==> config.mk <==
export PLATFORM = sky130hd
export DESIGN_NAME = cond_branch_exec
export DESIGN_NICKNAME = d
export VERILOG_FILES = /design/src/pkg/branch_pkg.sv /design/src/verilog/branch_target.sv /design/src/verilog/cond_branch_exec.sv
export SDC_FILE = /design/constraint.sdc
export NUM_CORES = 1
export LEC_CHECK = 0
export ABC_AREA = 0
export BUFFER_PORTS_ARGS = -buffer_cell sky130_fd_sc_hd__buf_4
export CORE_MARGIN = 3
export CORE_UTILIZATION = 45
export DETAILED_ROUTE_END_ITERATION = 10
export GPL_TIMING_DRIVEN = 0
export PLACE_DENSITY = 0.81
export SYNTH_ARGS = -nofsm -noshare
export SYNTH_HDL_FRONTEND = slang
export SYNTH_SLANG_ARGS = --single-unit
export TNS_END_PERCENT = 50
==> constraint.sdc <==
create_clock -name core_clk_i -period 2.2 [get_ports core_clk_i]
set_clock_uncertainty 0.05 [all_clocks]
set_input_delay 0.33 -clock core_clk_i [delete_from_list [all_inputs] [get_ports core_clk_i]]
set_output_delay 0.33 -clock core_clk_i [all_outputs]
set_load 0.005 [all_outputs]
==> src/pkg/branch_pkg.sv <==
// Constants for the flag-clear conditional branch decoder
package branch_pkg;
	localparam int          PC_WIDTH      = 21;
	localparam int          INSN_WIDTH    = 16;
	localparam int          OFFSET_WIDTH  = 8;
	localparam logic [3:0]  BR_GROUP      = 4'he;
	localparam logic [3:0]  NO_OVERFLOW_SUB  = 4'h5;
	localparam logic [3:0]  NONZERO_SUB      = 4'h1;
	localparam logic [3:0]  NON_NEGATIVE_SUB = 4'h7;
	localparam int          GROUP_MSB     = 15;
	localparam int          GROUP_LSB     = 12;
	localparam int          SUB_MSB       = 11;
	localparam int          SUB_LSB       = 8;
	localparam int          WORD_BYTES    = 2;
	localparam int          FLAG_N_BIT    = 4;
	localparam int          FLAG_OV_BIT   = 3;
	localparam int          FLAG_Z_BIT    = 2;
	localparam logic [1:0]  QUARTER_RESET = 2'h0;
	localparam logic [1:0]  Q1_CODE       = 2'h0;
	localparam logic [1:0]  Q2_CODE       = 2'h1;
	localparam logic [1:0]  Q3_CODE       = 2'h2;
	localparam logic [1:0]  Q4_CODE       = 2'h3;
endpackage : branch_pkg

==> src/verilog/branch_target.sv <==
// Relative target adder: pc + 2n from a signed word offset
`timescale 1ns/1ns
module branch_target
	import branch_pkg::*;
#(
	parameter int W = PC_WIDTH
) (
	input  wire logic [W-1:0]            pc_i,
	input  wire logic [OFFSET_WIDTH-1:0] offset_i,
	output logic      [W-1:0]            target_o
);
	logic [W-1:0] ext_off;
	logic [W-1:0] byte_disp;

	// Sign extend first so backward branches wrap down [RQ13] [RQ2]
	assign ext_off   = {{(W-OFFSET_WIDTH){offset_i[OFFSET_WIDTH-1]}},
		offset_i};
	// Word count to byte displacement [RQ5]
	assign byte_disp = {ext_off[W-2:0], 1'b0};
	assign target_o  = pc_i + byte_disp;
endmodule : branch_target

==> src/verilog/cond_branch_exec.sv <==
// Decode and Q1..Q4 execute of branches taken on a clear status flag
// Operation
// RQ1 - Not-overflow branch jumps when OV clear
// RQ2 - Offset signed, -128..127, low byte
// RQ3 - Not-overflow opcode is 1110 0101
// RQ4 - Status flags never changed by branch
// RQ5 - Offset doubled to bytes, two's complement
// RQ6 - Target is own address plus 2 plus 2n
// RQ7 - One word; one cycle, two if taken
// RQ8 - Taken: decode, read, process, write PC; nop
// RQ9 - Not taken: no PC write in Q4
// RQ10 - Flag set leaves PC at address plus 2
// RQ11 - Not-zero opcode 1110 0001, tests Z
// RQ12 - Not-negative opcode 1110 0111, tests N
// RQ13 - Offset sign-extended to PC width first
// RQ14 - Flag sampled before Q4 PC write
`timescale 1ns/1ns
module cond_branch_exec
	import branch_pkg::*;
#(
	parameter int W = PC_WIDTH
) (
	input  wire logic                  core_clk_i,
	input  wire logic                  rstn_i,
	input  wire logic [INSN_WIDTH-1:0] insn_i,
	input  wire logic                  insn_valid_i,
	input  wire logic [W-1:0]          pc_i,
	input  wire logic [7:0]            status_i,
	output logic      [1:0]            quarter_o,
	output logic                       busy_o,
	output logic                       flush_o,
	output logic                       pc_we_o,
	output logic      [W-1:0]          pc_o,
	output logic      [7:0]            status_o,
	output logic                       branch_taken_o,
	output logic                       branch_done_o
);
	typedef enum logic [5:0] {
		S_IDLE    = 6'h01,
		S_DECODE  = 6'h02,
		S_READ    = 6'h04,
		S_PROCESS = 6'h08,
		S_WRITE   = 6'h10,
		S_FLUSH   = 6'h20
	} state_t;

	state_t                  state_reg,   state_next;
	logic [1:0]              quarter_reg, quarter_next;
	logic [1:0]              flushq_reg,  flushq_next;
	logic [INSN_WIDTH-1:0]   insn_reg,    insn_next;
	logic [OFFSET_WIDTH-1:0] off_reg,     off_next;
	logic                    take_reg,    take_next;
	logic [W-1:0]            tgt_reg,     tgt_next;
	logic                    we_reg,      we_next;
	logic                    done_reg,    done_next;
	logic                    taken_reg,   taken_next;
	logic [W-1:0]            target;
	logic                    branch_no_overflow_op;
	logic                    branch_nonzero_op;
	logic                    branch_non_negative_op;
	logic                    flag_clear;

	////////////////////////////////////////////////////////////////////////
	// Decode
	logic [3:0] grp;
	logic [3:0] sub;
	assign grp = insn_reg[GROUP_MSB:GROUP_LSB];
	assign sub = insn_reg[SUB_MSB:SUB_LSB];
	assign branch_no_overflow_op  = (grp == BR_GROUP)
		&& (sub == NO_OVERFLOW_SUB);  // [RQ3]
	assign branch_nonzero_op      = (grp == BR_GROUP)
		&& (sub == NONZERO_SUB);      // [RQ11]
	assign branch_non_negative_op = (grp == BR_GROUP)
		&& (sub == NON_NEGATIVE_SUB); // [RQ12]

	// Flags are those left by the prior instruction [RQ14]
	always_comb begin
		flag_clear = 1'b0;
		if (branch_no_overflow_op)
			flag_clear = ~status_i[FLAG_OV_BIT]; // [RQ1]
		else if (branch_nonzero_op)
			flag_clear = ~status_i[FLAG_Z_BIT];  // [RQ11]
		else if (branch_non_negative_op)
			flag_clear = ~status_i[FLAG_N_BIT];  // [RQ12]
	end

	// pc_i already points past the branch word [RQ6]
	branch_target #(.W(W)) i_branch_target (
		.pc_i     (pc_i),
		.offset_i (off_reg),
		.target_o (target)
	);

	////////////////////////////////////////////////////////////////////////
	// Quarter sequencer
	always_comb begin
		state_next   = state_reg;
		quarter_next = quarter_reg;
		flushq_next  = flushq_reg;
		insn_next    = insn_reg;
		off_next     = off_reg;
		take_next    = take_reg;
		tgt_next     = tgt_reg;
		we_next      = 1'b0;
		done_next    = 1'b0;
		taken_next   = 1'b0;
		unique case (state_reg)
			S_IDLE: begin
				if (insn_valid_i) begin
					insn_next    = insn_i;
					quarter_next = Q1_CODE;
					state_next   = S_DECODE;
				end
			end
			S_DECODE: begin // [RQ8] [RQ9]
				quarter_next = Q2_CODE;
				state_next   = S_READ;
			end
			S_READ: begin
				off_next     = insn_reg[OFFSET_WIDTH-1:0]; // [RQ2]
				quarter_next = Q3_CODE;
				state_next   = S_PROCESS;
			end
			S_PROCESS: begin
				tgt_next     = target;
				take_next    = flag_clear;
				quarter_next = Q4_CODE;
				state_next   = S_WRITE;
			end
			S_WRITE: begin
				// Only a taken branch writes the PC [RQ8] [RQ9] [RQ10]
				we_next    = take_reg;
				taken_next = take_reg;
				if (take_reg) begin
					quarter_next = Q1_CODE;
					flushq_next  = Q1_CODE;
					state_next   = S_FLUSH; // [RQ7]
				end else begin
					done_next  = 1'b1;
					state_next = S_IDLE;
				end
			end
			S_FLUSH: begin
				// Second cycle idles all four quarters [RQ8] [RQ7]
				quarter_next = quarter_reg + 2'h1;
				flushq_next  = flushq_reg + 2'h1;
				if (flushq_reg == Q4_CODE) begin
					done_next  = 1'b1;
					state_next = S_IDLE;
				end
			end
		endcase
	end

	always_ff @(posedge core_clk_i) begin
		if (!rstn_i) begin
			state_reg   <= S_IDLE;
			quarter_reg <= QUARTER_RESET;
			flushq_reg  <= QUARTER_RESET;
			insn_reg    <= '0;
			off_reg     <= '0;
			take_reg    <= 1'b0;
			tgt_reg     <= '0;
			we_reg      <= 1'b0;
			done_reg    <= 1'b0;
			taken_reg   <= 1'b0;
		end else begin
			state_reg   <= state_next;
			quarter_reg <= quarter_next;
			flushq_reg  <= flushq_next;
			insn_reg    <= insn_next;
			off_reg     <= off_next;
			take_reg    <= take_next;
			tgt_reg     <= tgt_next;
			we_reg      <= we_next;
			done_reg    <= done_next;
			taken_reg   <= taken_next;
		end
	end

	////////////////////////////////////////////////////////////////////////
	// Outputs
	assign quarter_o      = quarter_reg;
	assign busy_o         = (state_reg != S_IDLE);
	assign flush_o        = (state_reg == S_FLUSH);
	assign pc_we_o        = we_reg;
	// pc_o holds pc_i plus 2n even when not taken; pc_we_o stays low [RQ10]
	assign pc_o           = tgt_reg;
	// Flags pass straight through untouched [RQ4]
	assign status_o       = status_i;
	assign branch_taken_o = taken_reg;
	assign branch_done_o  = done_reg;

	////////////////////////////////////////////////////////////////////////
	// Checks
	pc_write_taken_a: assert property (@(posedge core_clk_i) // [RQ1]
		disable iff (!rstn_i)
		(state_reg == S_WRITE) |=> (pc_we_o == $past(take_reg)))
		else $error("PC write does not follow branch decision");

	flush_len_a: assert property (@(posedge core_clk_i) // [RQ7]
		disable iff (!rstn_i)
		$rose(flush_o) |-> flush_o [*4] ##1 !flush_o)
		else $error("Flush cycle not four quarters");

	no_write_untaken_a: assert property (@(posedge core_clk_i) // [RQ9]
		disable iff (!rstn_i)
		(state_reg == S_WRITE && !take_reg) |=> !pc_we_o && !flush_o)
		else $error("Untaken branch wrote PC or flushed");

	target_value_a: assert property (@(posedge core_clk_i) // [RQ6]
		disable iff (!rstn_i)
		(state_reg == S_PROCESS) |=> tgt_reg == $past(pc_i)
			+ {{(W-OFFSET_WIDTH-1){off_reg[OFFSET_WIDTH-1]}}, off_reg,
			1'b0})
		else $error("Target not pc plus twice offset");

	quarter_seq_a: assert property (@(posedge core_clk_i) // [RQ8]
		disable iff (!rstn_i)
		(state_reg == S_DECODE) |-> quarter_o == Q1_CODE
			##1 quarter_o == Q2_CODE ##1 quarter_o == Q3_CODE
			##1 quarter_o == Q4_CODE)
		else $error("Quarter sequence broken");

	flags_kept_a: assert property (@(posedge core_clk_i) // [RQ4]
		disable iff (!rstn_i)
		busy_o |-> status_o == status_i)
		else $error("Status changed by branch");

	decode_ov_a: assert property (@(posedge core_clk_i) // [RQ3]
		disable iff (!rstn_i)
		(state_reg == S_PROCESS
			&& insn_reg[GROUP_MSB:SUB_LSB] == {BR_GROUP, NO_OVERFLOW_SUB}
			&& status_i[FLAG_OV_BIT]) |=> !take_reg)
		else $error("Overflow set but branch taken");

	decode_z_a: assert property (@(posedge core_clk_i) // [RQ11]
		disable iff (!rstn_i)
		(state_reg == S_PROCESS
			&& insn_reg[GROUP_MSB:SUB_LSB] == {BR_GROUP, NONZERO_SUB})
			|=> take_reg == !$past(status_i[FLAG_Z_BIT]))
		else $error("Zero branch decision wrong");

	decode_n_a: assert property (@(posedge core_clk_i) // [RQ12]
		disable iff (!rstn_i)
		(state_reg == S_PROCESS
			&& insn_reg[GROUP_MSB:SUB_LSB] == {BR_GROUP, NON_NEGATIVE_SUB})
			|=> take_reg == !$past(status_i[FLAG_N_BIT]))
		else $error("Negative branch decision wrong");
endmodule : cond_branch_exec

==> results of run 1 <==
## per-stage QoR
| stage | total power [mW] | hold slack, ps | setup WS, ps | util, % |
|---|---|---|---|---|
| after CTS | 2.54 | 143 | -24.0 | 61.6 |
| after detailed placement | 1.40 | 402 | -310 | 57.5 |
| after global routing | 2.63 | 149 | -56.3 | 63.9 |
| after global placement | 1.39 | 399 | -266 | 57.5 |
| final | 2.55 | 155 | -8.54 | 63.9 |
| after floorplan | 1.28 | 391 | 57.6 | - |
## metal layers
metal	vias up	global-route usage, %	routed length [µm]
li1	1569	-	-
met1	1513	25.3	3780
met2	99	34.0	4370
met3	16	4.89	557
met4	0	9.67	172
met5	-	0	0
## cell usage in the layout (no fill, tap or decap), types with 7 or more instances in the layout
master | Yosys | layout
sky130_fd_sc_hd__buf_4 | 10 | 96
sky130_fd_sc_hd__dfxtp_1 | 58 | 56
sky130_fd_sc_hd__nor2_1 | 41 | 41
sky130_fd_sc_hd__nand2_1 | 35 | 35
sky130_fd_sc_hd__a21oi_1 | 32 | 27
sky130_fd_sc_hd__mux2i_1 | 26 | 26
sky130_fd_sc_hd__nand3_1 | 19 | 19
sky130_fd_sc_hd__o21ai_0 | 17 | 15
sky130_fd_sc_hd__ha_1 | 20 | 14
sky130_fd_sc_hd__clkbuf_1 | 13 | 10
sky130_fd_sc_hd__clkbuf_8 | 0 | 10
sky130_fd_sc_hd__nand4_1 | 8 | 8
sky130_fd_sc_hd__nand3b_1 | 7 | 7
sky130_fd_sc_hd__inv_1 | 7 | 7
sky130_fd_sc_hd__xnor2_1 | 7 | 7
## final cells by class
type,count,area (µm²)
Tap cell,96,120
Sequential cell,58,1170
Multi-Input combinational cell,286,2060
Timing Repair Buffer,86,646
Inverter,8,30.0
Clock inverter,6,88.8
Fill cell,595,2490
Buffer,30,170
Clock buffer,10,138
## worst max-delay path: stages (launching register included)
cell	delay, ps
sky130_fd_sc_hd__dfxtp_4	360
sky130_fd_sc_hd__ha_4	170
sky130_fd_sc_hd__fa_2	370
sky130_fd_sc_hd__a21oi_2	170
sky130_fd_sc_hd__o211ai_1	150
sky130_fd_sc_hd__buf_4	200
sky130_fd_sc_hd__buf_4	140
sky130_fd_sc_hd__a31oi_2	170
sky130_fd_sc_hd__xnor2_1	130
sky130_fd_sc_hd__nand2_1	100
sky130_fd_sc_hd__a21oi_1	130
## where the power goes
group | switching [mW] | internal [mW] | total, mW
logic | 0.150 | 0.154 | 0.304
registers | 0.0192 | 1.07 | 1.09
clock network | 0.481 | 0.670 | 1.15
total | 0.651 | 1.90 | 2.55
## worst paths after layout
kind         startpoint  slack, ps          end
max reg2reg  off_reg[0]         -9     pc_o[11]
min reg2reg     pc_o[5]        410      pc_o[5]
max          off_reg[0]         -9     pc_o[11]
min           insn_i[2]        160  insn_reg[2]
## kinds of logic (layout without fill, tap and decap cells)
logic type	count (synthesis)	count (layout)	share of synthesized area, %
AO/OA/AOI/OAI	89	89	18.2
multiplexers	27	27	8.31
buffers and inverters	38	140	5.93
flip-flops	58	58	35.5
adder cells (fa/ha/maj)	21	21	8.27
AND/OR/NAND/NOR	139	139	21.1
XOR/XNOR	10	10	2.68
## timing repair
action	in CTS	in global routing
buffers inserted	4	4
setup endpoints to repair	9	19
hold buffers	0	0
pin swaps	4	9
resized for setup	9	32
hold endpoints to repair	0	0
==> results.md, run 1 <==
* Result of the run: finished with violations
* Violated checks: setup timing
* Class of the tightest hold or removal check: input pin to flip-flop
* Slew HR at 65.3%
* Main area contributors after synthesis: sky130_fd_sc_hd__dfxtp_1, sky130_fd_sc_hd__mux2i_1, sky130_fd_sc_hd__ha_1
* Final setup violation count at 1
* Area growth from synthesis to final layout at 35.1%
* Core box area at 0.00691 mm²
* Number of vias in the routed layout at 3197
* Count of final max-slew check failures at 0
* Fmax at 453 MHz
* Critical path launch point type: flip-flop
* Part of the Yosys area used for sequential elements at 35.5%
* Worst VDD drop at 0.377 mV
* Share of layout cells above drive strength 1 at 32.0%
* Non-Filler Instances at 580
* Detail Placement HPWL at 6240 µm
* RSZ-0062 raised after global routing: yes
* Total instance count after detailed placement at 556
* Antenna-violating nets left at 0
* Final worst-path setup slack at -8.54 ps
* LEAKAGE at 2.02 nW
* Maximum number of pins on one net before global-route repair at 15
* Initial cell density of the core at 47.3%
* Ranking of synthesized cells by instance count: sky130_fd_sc_hd__dfxtp_1, sky130_fd_sc_hd__nor2_1, sky130_fd_sc_hd__nand2_1
* Post-synth top area cell: sky130_fd_sc_hd__dfxtp_1
* Final period util at 100%
* Number of ports placed on the die boundary at 84
* Post-synthesis register bit count at 58
* Total detailed-routing wirelength at 8880 µm
* Clock insertion delay at the later pin of the skew report at 360 ps
* Worst Max-Slew Pin Slew at 520 ps
* GP Congestion at 0.909
* Site Rows at 30
* Overall die height at 91.2 µm
* P per Cell Area at 576 mW/mm²
* Count of input and output buffers at 78
* Crit path DAT at 2440 ps
* Flip-flop count of the largest register after layout at 21
* Mean instance size in the synthesized netlist at 8.56 µm²
* Number of cells on the worst reg-to-reg path at 10
* Clock buffer depth at 2
* Vias in the first global route at 2985
* Dpl cell area at 0.00397 mm²
* Initial antenna violation count at 0
* GRT Util Overall at 20.6%
* Layout Nets at 548
* Worst hold stages at 3
* Required time reported for the critical path endpoint at 2430 ps
* Net count of the mapped netlist at 451
* Number of iterations in the first detailed-routing pass at 5
* DRC violations left at 0
* Number of hold violations in the final report at 0
* Clock net sink count at 58
* Global-route wire length before repair at 13800 µm
* Category of the most critical setup path: flip-flop to flip-flop
* Fraction of synthesis flops using an asynchronous set or reset pin at 0%
* Synth cell types at 57
* Root buffer cell: sky130_fd_sc_hd__clkbuf_8
* Antenna diode count at 0
* Chip Width at 91.2 µm
* Via-to-Cell Ratio at 5.51
* Floorplan die area at 0.00832 mm²
* Synth Flop Type: sky130_fd_sc_hd__dfxtp_1
* # H-tree levels at 3
* Post-synth design cell area at 0.00327 mm²
* Crit path capture type: flip-flop
* CP max FO at 3
* Final-layout setup total negative slack at -8.54 ps
* MaxCap Viol Count at 0
* Finished layout cell area at 0.00442 mm²
* Final critical-path required period at 2210 ps
* DR iter-0 viols at 190
* Grt ovf at 0
* Drt wl/cell at 15.3 µm
* Fraction of post-synthesis cell area in the top cell type by area at 35.5%
* CTS tree: yes
* Number of synthesis warnings at 0
* EDFF count, synth at 0
* TritonCTS Buffers at 9
* Most common cell in the netlist: sky130_fd_sc_hd__dfxtp_1
* Post-Synthesis Cells at 382
* Clock-pin transition on the worst setup and hold timing paths at 70 ps
No activity file was read; power rests on OpenSTA's default activity.
==> run 2, diff against run 1 <==
--- a/config.mk
+++ b/config.mk
@@ -8,10 +8,10 @@
 export ABC_AREA = 0
 export BUFFER_PORTS_ARGS = -buffer_cell sky130_fd_sc_hd__buf_4
 export CORE_MARGIN = 3
-export CORE_UTILIZATION = 45
+export CORE_UTILIZATION = 25
 export DETAILED_ROUTE_END_ITERATION = 10
 export GPL_TIMING_DRIVEN = 0
-export PLACE_DENSITY = 0.81
+export PLACE_DENSITY = 0.42
 export SYNTH_ARGS = -nofsm -noshare
 export SYNTH_HDL_FRONTEND = slang
 export SYNTH_SLANG_ARGS = --single-unit
==> results.md, run 2 (same netlist as run 1, synthesis figures left out) <==
* Layout Nets at 549 (+0.18%)
* Crit path capture type: flip-flop
* Clock group share of total power at 53.1% (+7.9 points)
* Area growth from synthesis to final layout at 43.2%
* Drt wl/cell at 14.9 µm (-2.4%)
* Worst Max-Slew Pin Slew at 621 ps (+101 ps)
* CP max FO at 8 (+5)
* Count of input and output buffers at 78 (unchanged)
* Detail Placement HPWL at 7190 µm (+15%)
* Number of iterations in the first detailed-routing pass at 4 (-1)
* Required time reported for the critical path endpoint at 2370 ps (-60 ps)
* Number of vias in the routed layout at 3110 (-2.7%)
* Clock net sink count at 58 (unchanged)
* Sw Pwr at 0.676 mW (+3.8%)
* Gate power share at 10.3% (-1.6 points)
* Antenna diode count at 0 (unchanged)
* Commonest non-fill, non-tap cells in the layout: sky130_fd_sc_hd__buf_4, sky130_fd_sc_hd__dfxtp_1, sky130_fd_sc_hd__nor2_1
* Violated checks: setup timing
* Number of ports placed on the die boundary at 84 (unchanged)
* Design internal power at 2.31 mW (+22%)
* Utilization of the core after routing at 36.8% (-27 points)
* LEAKAGE at 2.07 nW (+2.5%)
* Number of hold violations in the final report at 0 (unchanged)
* Sw Ratio at 22.6% (-2.9 points)
* TritonCTS Buffers at 9 (unchanged)
* Antenna-violating nets left at 0 (unchanged)
* DRC violations left at 0 (unchanged)
* Core box area at 0.0127 mm² (+84%)
* Final period util at 100% (about the same)
* MaxCap Viol Count at 0 (unchanged)
* Vias in the first global route at 2987 (+0.067%)
* CTS tree: yes
* P per Cell Area at 639 mW/mm² (+11%)
* Storage cell area at 0.00117 mm² (-0.21%)
* Share of layout cells above drive strength 1 at 32.6% (+0.55 points)
* RSZ-0062 raised after global routing: yes
* Initial antenna violation count at 0 (unchanged)
* GRT Util Overall at 13.5% (-7.2 points)
* Class of the tightest hold or removal check: input pin to flip-flop
* Clock insertion delay at the later pin of the skew report at 330 ps (-30 ps)
* Final critical-path required period at 2210 ps (-0.605 ps)
* DR iter-0 viols at 176 (-7.4%)
* GP Congestion at 0.812 (-11%)
* Filler instances at 1365 (+130%)
* Clock-pin transition on the worst setup and hold timing paths at 50 ps (-20 ps)
* # H-tree levels at 3 (unchanged)
* Floorplan die area at 0.0145 mm² (+74%)
* Final worst-path setup slack at -7.93 ps (+0.605 ps)
* Critical path launch point type: flip-flop
* Total detailed-routing wirelength at 9810 µm (+11%)
* Final setup violation count at 1 (unchanged)
* Count of final max-slew check failures at 0 (unchanged)
* Clock buffer depth at 2 (unchanged)
* Grt ovf at 0 (unchanged)
* Flip-flop count of the largest register after layout at 21 (unchanged)
* Via-to-Cell Ratio at 4.73 (-14%)
* Fmax at 453 MHz (about the same)
* Initial cell density of the core at 25.7% (-22 points)
* Root buffer cell: sky130_fd_sc_hd__clkbuf_16
* Final-layout setup total negative slack at -7.93 ps (+0.605 ps)
* Share of power burned in registers at 36.6% (-6.2 points)
* Most frequent standard cell in the layout excluding fill and tap cells: sky130_fd_sc_hd__buf_4
* Overall die height at 120 µm (+32%)
* Category of the most critical setup path: flip-flop to flip-flop
* Combined area of the multi-input logic cells at 0.00210 mm² (+2.3%)
* Maximum number of pins on one net before global-route repair at 15 (unchanged)
* Site Rows at 41 (+37%)
* Global-route wire length before repair at 15300 µm (+11%)
* Slew HR at 58.6% (-6.7 points)
* Finished layout cell area at 0.00468 mm² (+5.9%)
* Worst VDD drop at 0.546 mV (+45%)
* Number of hold buffers added after cts at 0 (unchanged)
* Chip Width at 120 µm (+32%)
* Crit path DAT at 2380 ps (-60 ps)
* Worst slack, placed at -465 ps (-155 ps)
* Dpl cell area at 0.00407 mm² (+2.4%)
* Result of the run: finished with violations
* Post-Route Hold Slack at 181 ps (+25.9 ps)
## run 2: worst paths after layout
kind                      end  slack (ps)  cells past startpoint        from
setup / recovery     pc_o[17]          -8                      8  off_reg[7]
hold / removal    insn_reg[6]         180                      3   insn_i[6]
setup reg to reg     pc_o[17]          -8                      8  off_reg[7]
hold reg to reg       pc_o[6]         400                      2     pc_o[6]
## run 2: area by class of cell
cell class | instances | area share, %
tap | 172 | 4.60
inverter | 8 | 0.642
multi-input combinational | 286 | 44.9
clock inverter | 4 | 1.55
clock buffer | 12 | 5.70
timing repair buffer | 89 | 14.3
buffer | 28 | 3.37
sequential | 58 | 24.9
## run 2: timing repair
| action | 4_1_cts | 5_1_grt |
|---|---|---|
| setup endpoints to repair | 12 | 14 |
| resized for setup | 15 | 25 |
| pin swaps | 2 | 11 |
| setup buffers | 2 | 9 |
## run 2: stage by stage
stage | power, mW | instances
global route | 3.10 | 657
global placement | 1.40 | 632
finish | 2.99 | 657
floorplan | 1.28 | 382
detailed placement | 1.40 | 632
CTS | 3.02 | 650
## run 2: worst max-delay path, stage by stage, from the launching register on
cell,delay (ps)
sky130_fd_sc_hd__dfxtp_4,400
sky130_fd_sc_hd__buf_4,210
sky130_fd_sc_hd__ha_4,320
sky130_fd_sc_hd__nand2_1,60
sky130_fd_sc_hd__nor2_1,190
sky130_fd_sc_hd__nand4_1,160
sky130_fd_sc_hd__and3_4,230
sky130_fd_sc_hd__o2111a_1,230
sky130_fd_sc_hd__a221o_1,250
## run 2: metal layers
metal / part of all wire, % / GRT usage [%] / wire length (µm)
met4: 1.0 / 3.19 / 99
met5: 0 / 0 / 0
met1: 46 / 17.0 / 4530
met3: 6.8 / 4.82 / 664
met2: 46 / 22.0 / 4520
## run 2: power by group through the flow
stage,Combinational [mW],Clock [mW],Sequential [mW]
after global placement,0.288,0,1.12
after global routing,0.340,1.67,1.10
final,0.308,1.59,1.09
after CTS,0.295,1.63,1.09
after detailed placement,0.289,0,1.12
after floorplan,0.168,0,1.11
==> run 3, diff against run 2 <==
--- a/config.mk
+++ b/config.mk
@@ -8,10 +8,10 @@
 export ABC_AREA = 0
 export BUFFER_PORTS_ARGS = -buffer_cell sky130_fd_sc_hd__buf_4
 export CORE_MARGIN = 3
-export CORE_UTILIZATION = 25
+export CORE_UTILIZATION = 48
 export DETAILED_ROUTE_END_ITERATION = 10
 export GPL_TIMING_DRIVEN = 0
-export PLACE_DENSITY = 0.42
+export PLACE_DENSITY = 0.73
 export SYNTH_ARGS = -nofsm -noshare
 export SYNTH_HDL_FRONTEND = slang
 export SYNTH_SLANG_ARGS = --single-unit
==> constraint.sdc (replaced) <==
create_clock -name core_clk_i -period 2.2 [get_ports core_clk_i]
set_clock_uncertainty 0.05 [all_clocks]
set_input_delay 0.33 -clock core_clk_i [delete_from_list [all_inputs] [get_ports core_clk_i]]
set_output_delay 0.33 -clock core_clk_i [all_outputs]
set_load 0.02 [all_outputs]
==> results.md, run 3 (same netlist as run 1, synthesis figures left out) <==
* Required time reported for the critical path endpoint at 2440 ps (+70 ps)
* Detail Placement HPWL at 6300 µm (-12%)
* Number of hold buffers added after cts at 0 (unchanged)
* Commonest non-fill, non-tap cells in the layout: sky130_fd_sc_hd__buf_4, sky130_fd_sc_hd__dfxtp_1, sky130_fd_sc_hd__nor2_1
* Slew HR at 63.8% (+5.2 points)
* Max stage delay on crit path at 420 ps (+20 ps)
* Number of cells on the worst reg-to-reg path at 7 (-1)
* Worst hold stages at 3 (unchanged)
* Critical path, cell by cell: ha_4, nand2_2, o311ai_4, a41oi_2, o211a_1, or4_4, nand3_2
* Critical path launch point type: flip-flop
* Total instance count after detailed placement at 537 (-15%)
* Number of vias in the routed layout at 3176 (+2.1%)
* Filler instances at 543 (-60%)
* Non-Filler Instances at 561 (-15%)
* GRT Util Overall at 22.7% (+9.3 points)
* Site Rows at 29 (-29%)
* Crit path capture type: flip-flop
* TritonCTS Buffers at 9 (unchanged)
* Worst Max-Slew Pin Slew at 543 ps (-77.8 ps)
* Layer with the highest usage: met2
* Cell with the largest stage delay on the worst path: sky130_fd_sc_hd__or4_4
* Clock-pin transition on the worst setup and hold timing paths at 70 ps (+20 ps)
* Clock buffer depth at 2 (unchanged)
* CP max FO at 4 (-4)
* Number of iterations in the first detailed-routing pass at 4 (unchanged)
* P per Cell Area at 601 mW/mm² (-5.9%)
* Flip-flop count of the largest register after layout at 21 (unchanged)
* Result of the run: finished clean
* Floorplan die area at 0.00783 mm² (-46%)
* Crit path DAT at 2390 ps (about the same)
* RSZ-0062 raised after global routing: yes
* Antenna diode count at 0 (unchanged)
* Chip Width at 88.5 µm (-26%)
* Drt wl/cell at 15.5 µm (+3.9%)
* Via-to-Cell Ratio at 5.66 (+20%)
* Core box area at 0.00646 mm² (-49%)
* Count of input and output buffers at 78 (unchanged)
* Initial cell density of the core at 50.6% (+25 points)
* Total detailed-routing wirelength at 8710 µm (-11%)
* Final critical-path required period at 2150 ps (-56.5 ps)
* Initial antenna violation count at 0 (unchanged)
* Global-route wire length before repair at 13700 µm (-10%)
* MaxCap Viol Count at 0 (unchanged)
* Overall die height at 88.5 µm (-26%)
* DR iter-0 viols at 165 (-6.3%)
* Fmax at 465 MHz (+2.6%)
* LEAKAGE at 2.05 nW (-1.1%)
* Worst VDD drop at 0.498 mV (-8.8%)
* Count of final max-slew check failures at 0 (unchanged)
* CTS tree: yes
* GP Congestion at 0.883 (+8.7%)
* Area growth from synthesis to final layout at 35.6%
* Final period util at 97.8% (-2.6 points)
* Antenna-violating nets left at 0 (unchanged)
* Met3 Resource Use GR at 6.05% (+1.2 points)
* Category of the most critical setup path: flip-flop to flip-flop
* Sum of internal, switching and leakage power at 2.66 mW (-11%)
* Fraction of met1 tracks used by global routing at 27.1% (+10 points)
* Vias in the first global route at 3030 (+1.4%)
* Clock net sink count at 58 (unchanged)
* Share of layout cells above drive strength 1 at 31.8% (-0.76 points)
* Met2 capacity usage during global routing at 39.2% (+17 points)
* Class of the tightest hold or removal check: input pin to flip-flop
* Most frequent standard cell in the layout excluding fill and tap cells: sky130_fd_sc_hd__buf_4
* Buf+Inv Stages, Crit Path at 0 (-1)
* Family of cells with the greatest summed delay on the critical path: compound AO/OA/AOI/OAI gates
* Final setup violation count at 0 (-1)
* Grt ovf at 0 (unchanged)
* DRC violations left at 0 (unchanged)
* Number of ports placed on the die boundary at 84 (unchanged)
* Maximum number of pins on one net before global-route repair at 15 (unchanged)
* Number of hold violations in the final report at 0 (unchanged)
* Clock insertion delay at the later pin of the skew report at 340 ps (about the same)
* Crit path depth at 7 (-1)
* # H-tree levels at 3 (unchanged)
* Layout Nets at 549 (unchanged)
* Root buffer cell: sky130_fd_sc_hd__clkbuf_8
run 3: changes by cell type in the layout (fill, tap and decap cells not counted), sizes merged:
cell and delta:
buf -3, clkbuf +2, bufinv +1, clkinvlp -1
run 3: final timing paths:
| kind | slack (ps) | from | endpoint |
|---|---|---|---|
| setup reg to reg | 50 | off_reg[4] | pc_o[16] |
| hold reg to reg | 410 | pc_o[5] | pc_o[5] |
| hold / removal | 170 | insn_i[4] | insn_reg[4] |
| setup / recovery | 50 | off_reg[4] | pc_o[16] |
run 3: per-layer routing:
| metal | vias up | part of all wire (%) |
|---|---|---|
| met3 | 18 | 6.6 |
| met2 | 106 | 49 |
| li1 | 1576 | - |
| met5 | - | 0 |
| met1 | 1476 | 42 |
| met4 | 0 | 2.3 |
run 3: cell type report:
class | count | area [µm²] | share of cell area (%)
multi-input combinational | 286 | 2060 | 46.4
sequential | 58 | 1170 | 26.3
timing repair buffer | 87 | 661 | 14.9
buffer | 30 | 170 | 3.84
clock buffer | 11 | 151 | 3.42
clock inverter | 4 | 98.8 | 2.23
tap | 77 | 96.3 | 2.17
inverter | 8 | 30.0 | 0.678
run 3: through the flow:
step	setup slack (ps)	setup TNS [ps]	util (%)	hold WS (ps)	area, µm²
final	48.5	0	68.6	172	4430
after global routing	-47.2	-168	68.6	160	4430
after CTS	0.687	0	66.0	155	4260
after detailed placement	-368	-1530	61.2	401	3950
after global placement	-293	-1120	61.2	391	3950
after floorplan	57.6	0	-	391	3270
run 3: timing repair:
action | CTS | global route
setup buffers | 2 | 7
cloned | 0 | 0
setup endpoints to repair | 8 | 19
resized for setup | 12 | 30
pin swaps | 2 | 7
run 3: worst register-to-register path: stages (launching register included):
cell	delay, ps
sky130_fd_sc_hd__dfxtp_1	340
sky130_fd_sc_hd__ha_4	300
sky130_fd_sc_hd__nand2_2	90
sky130_fd_sc_hd__o311ai_4	350
sky130_fd_sc_hd__a41oi_2	190
sky130_fd_sc_hd__o211a_1	300
sky130_fd_sc_hd__or4_4	420
sky130_fd_sc_hd__nand3_2	60
run 3: where the power goes:
part / switching, mW / internal (mW) / total [mW]
Sequential: 0.0190 / 1.07 / 1.09
Clock: 0.442 / 0.810 / 1.25
Combinational: 0.163 / 0.157 / 0.320
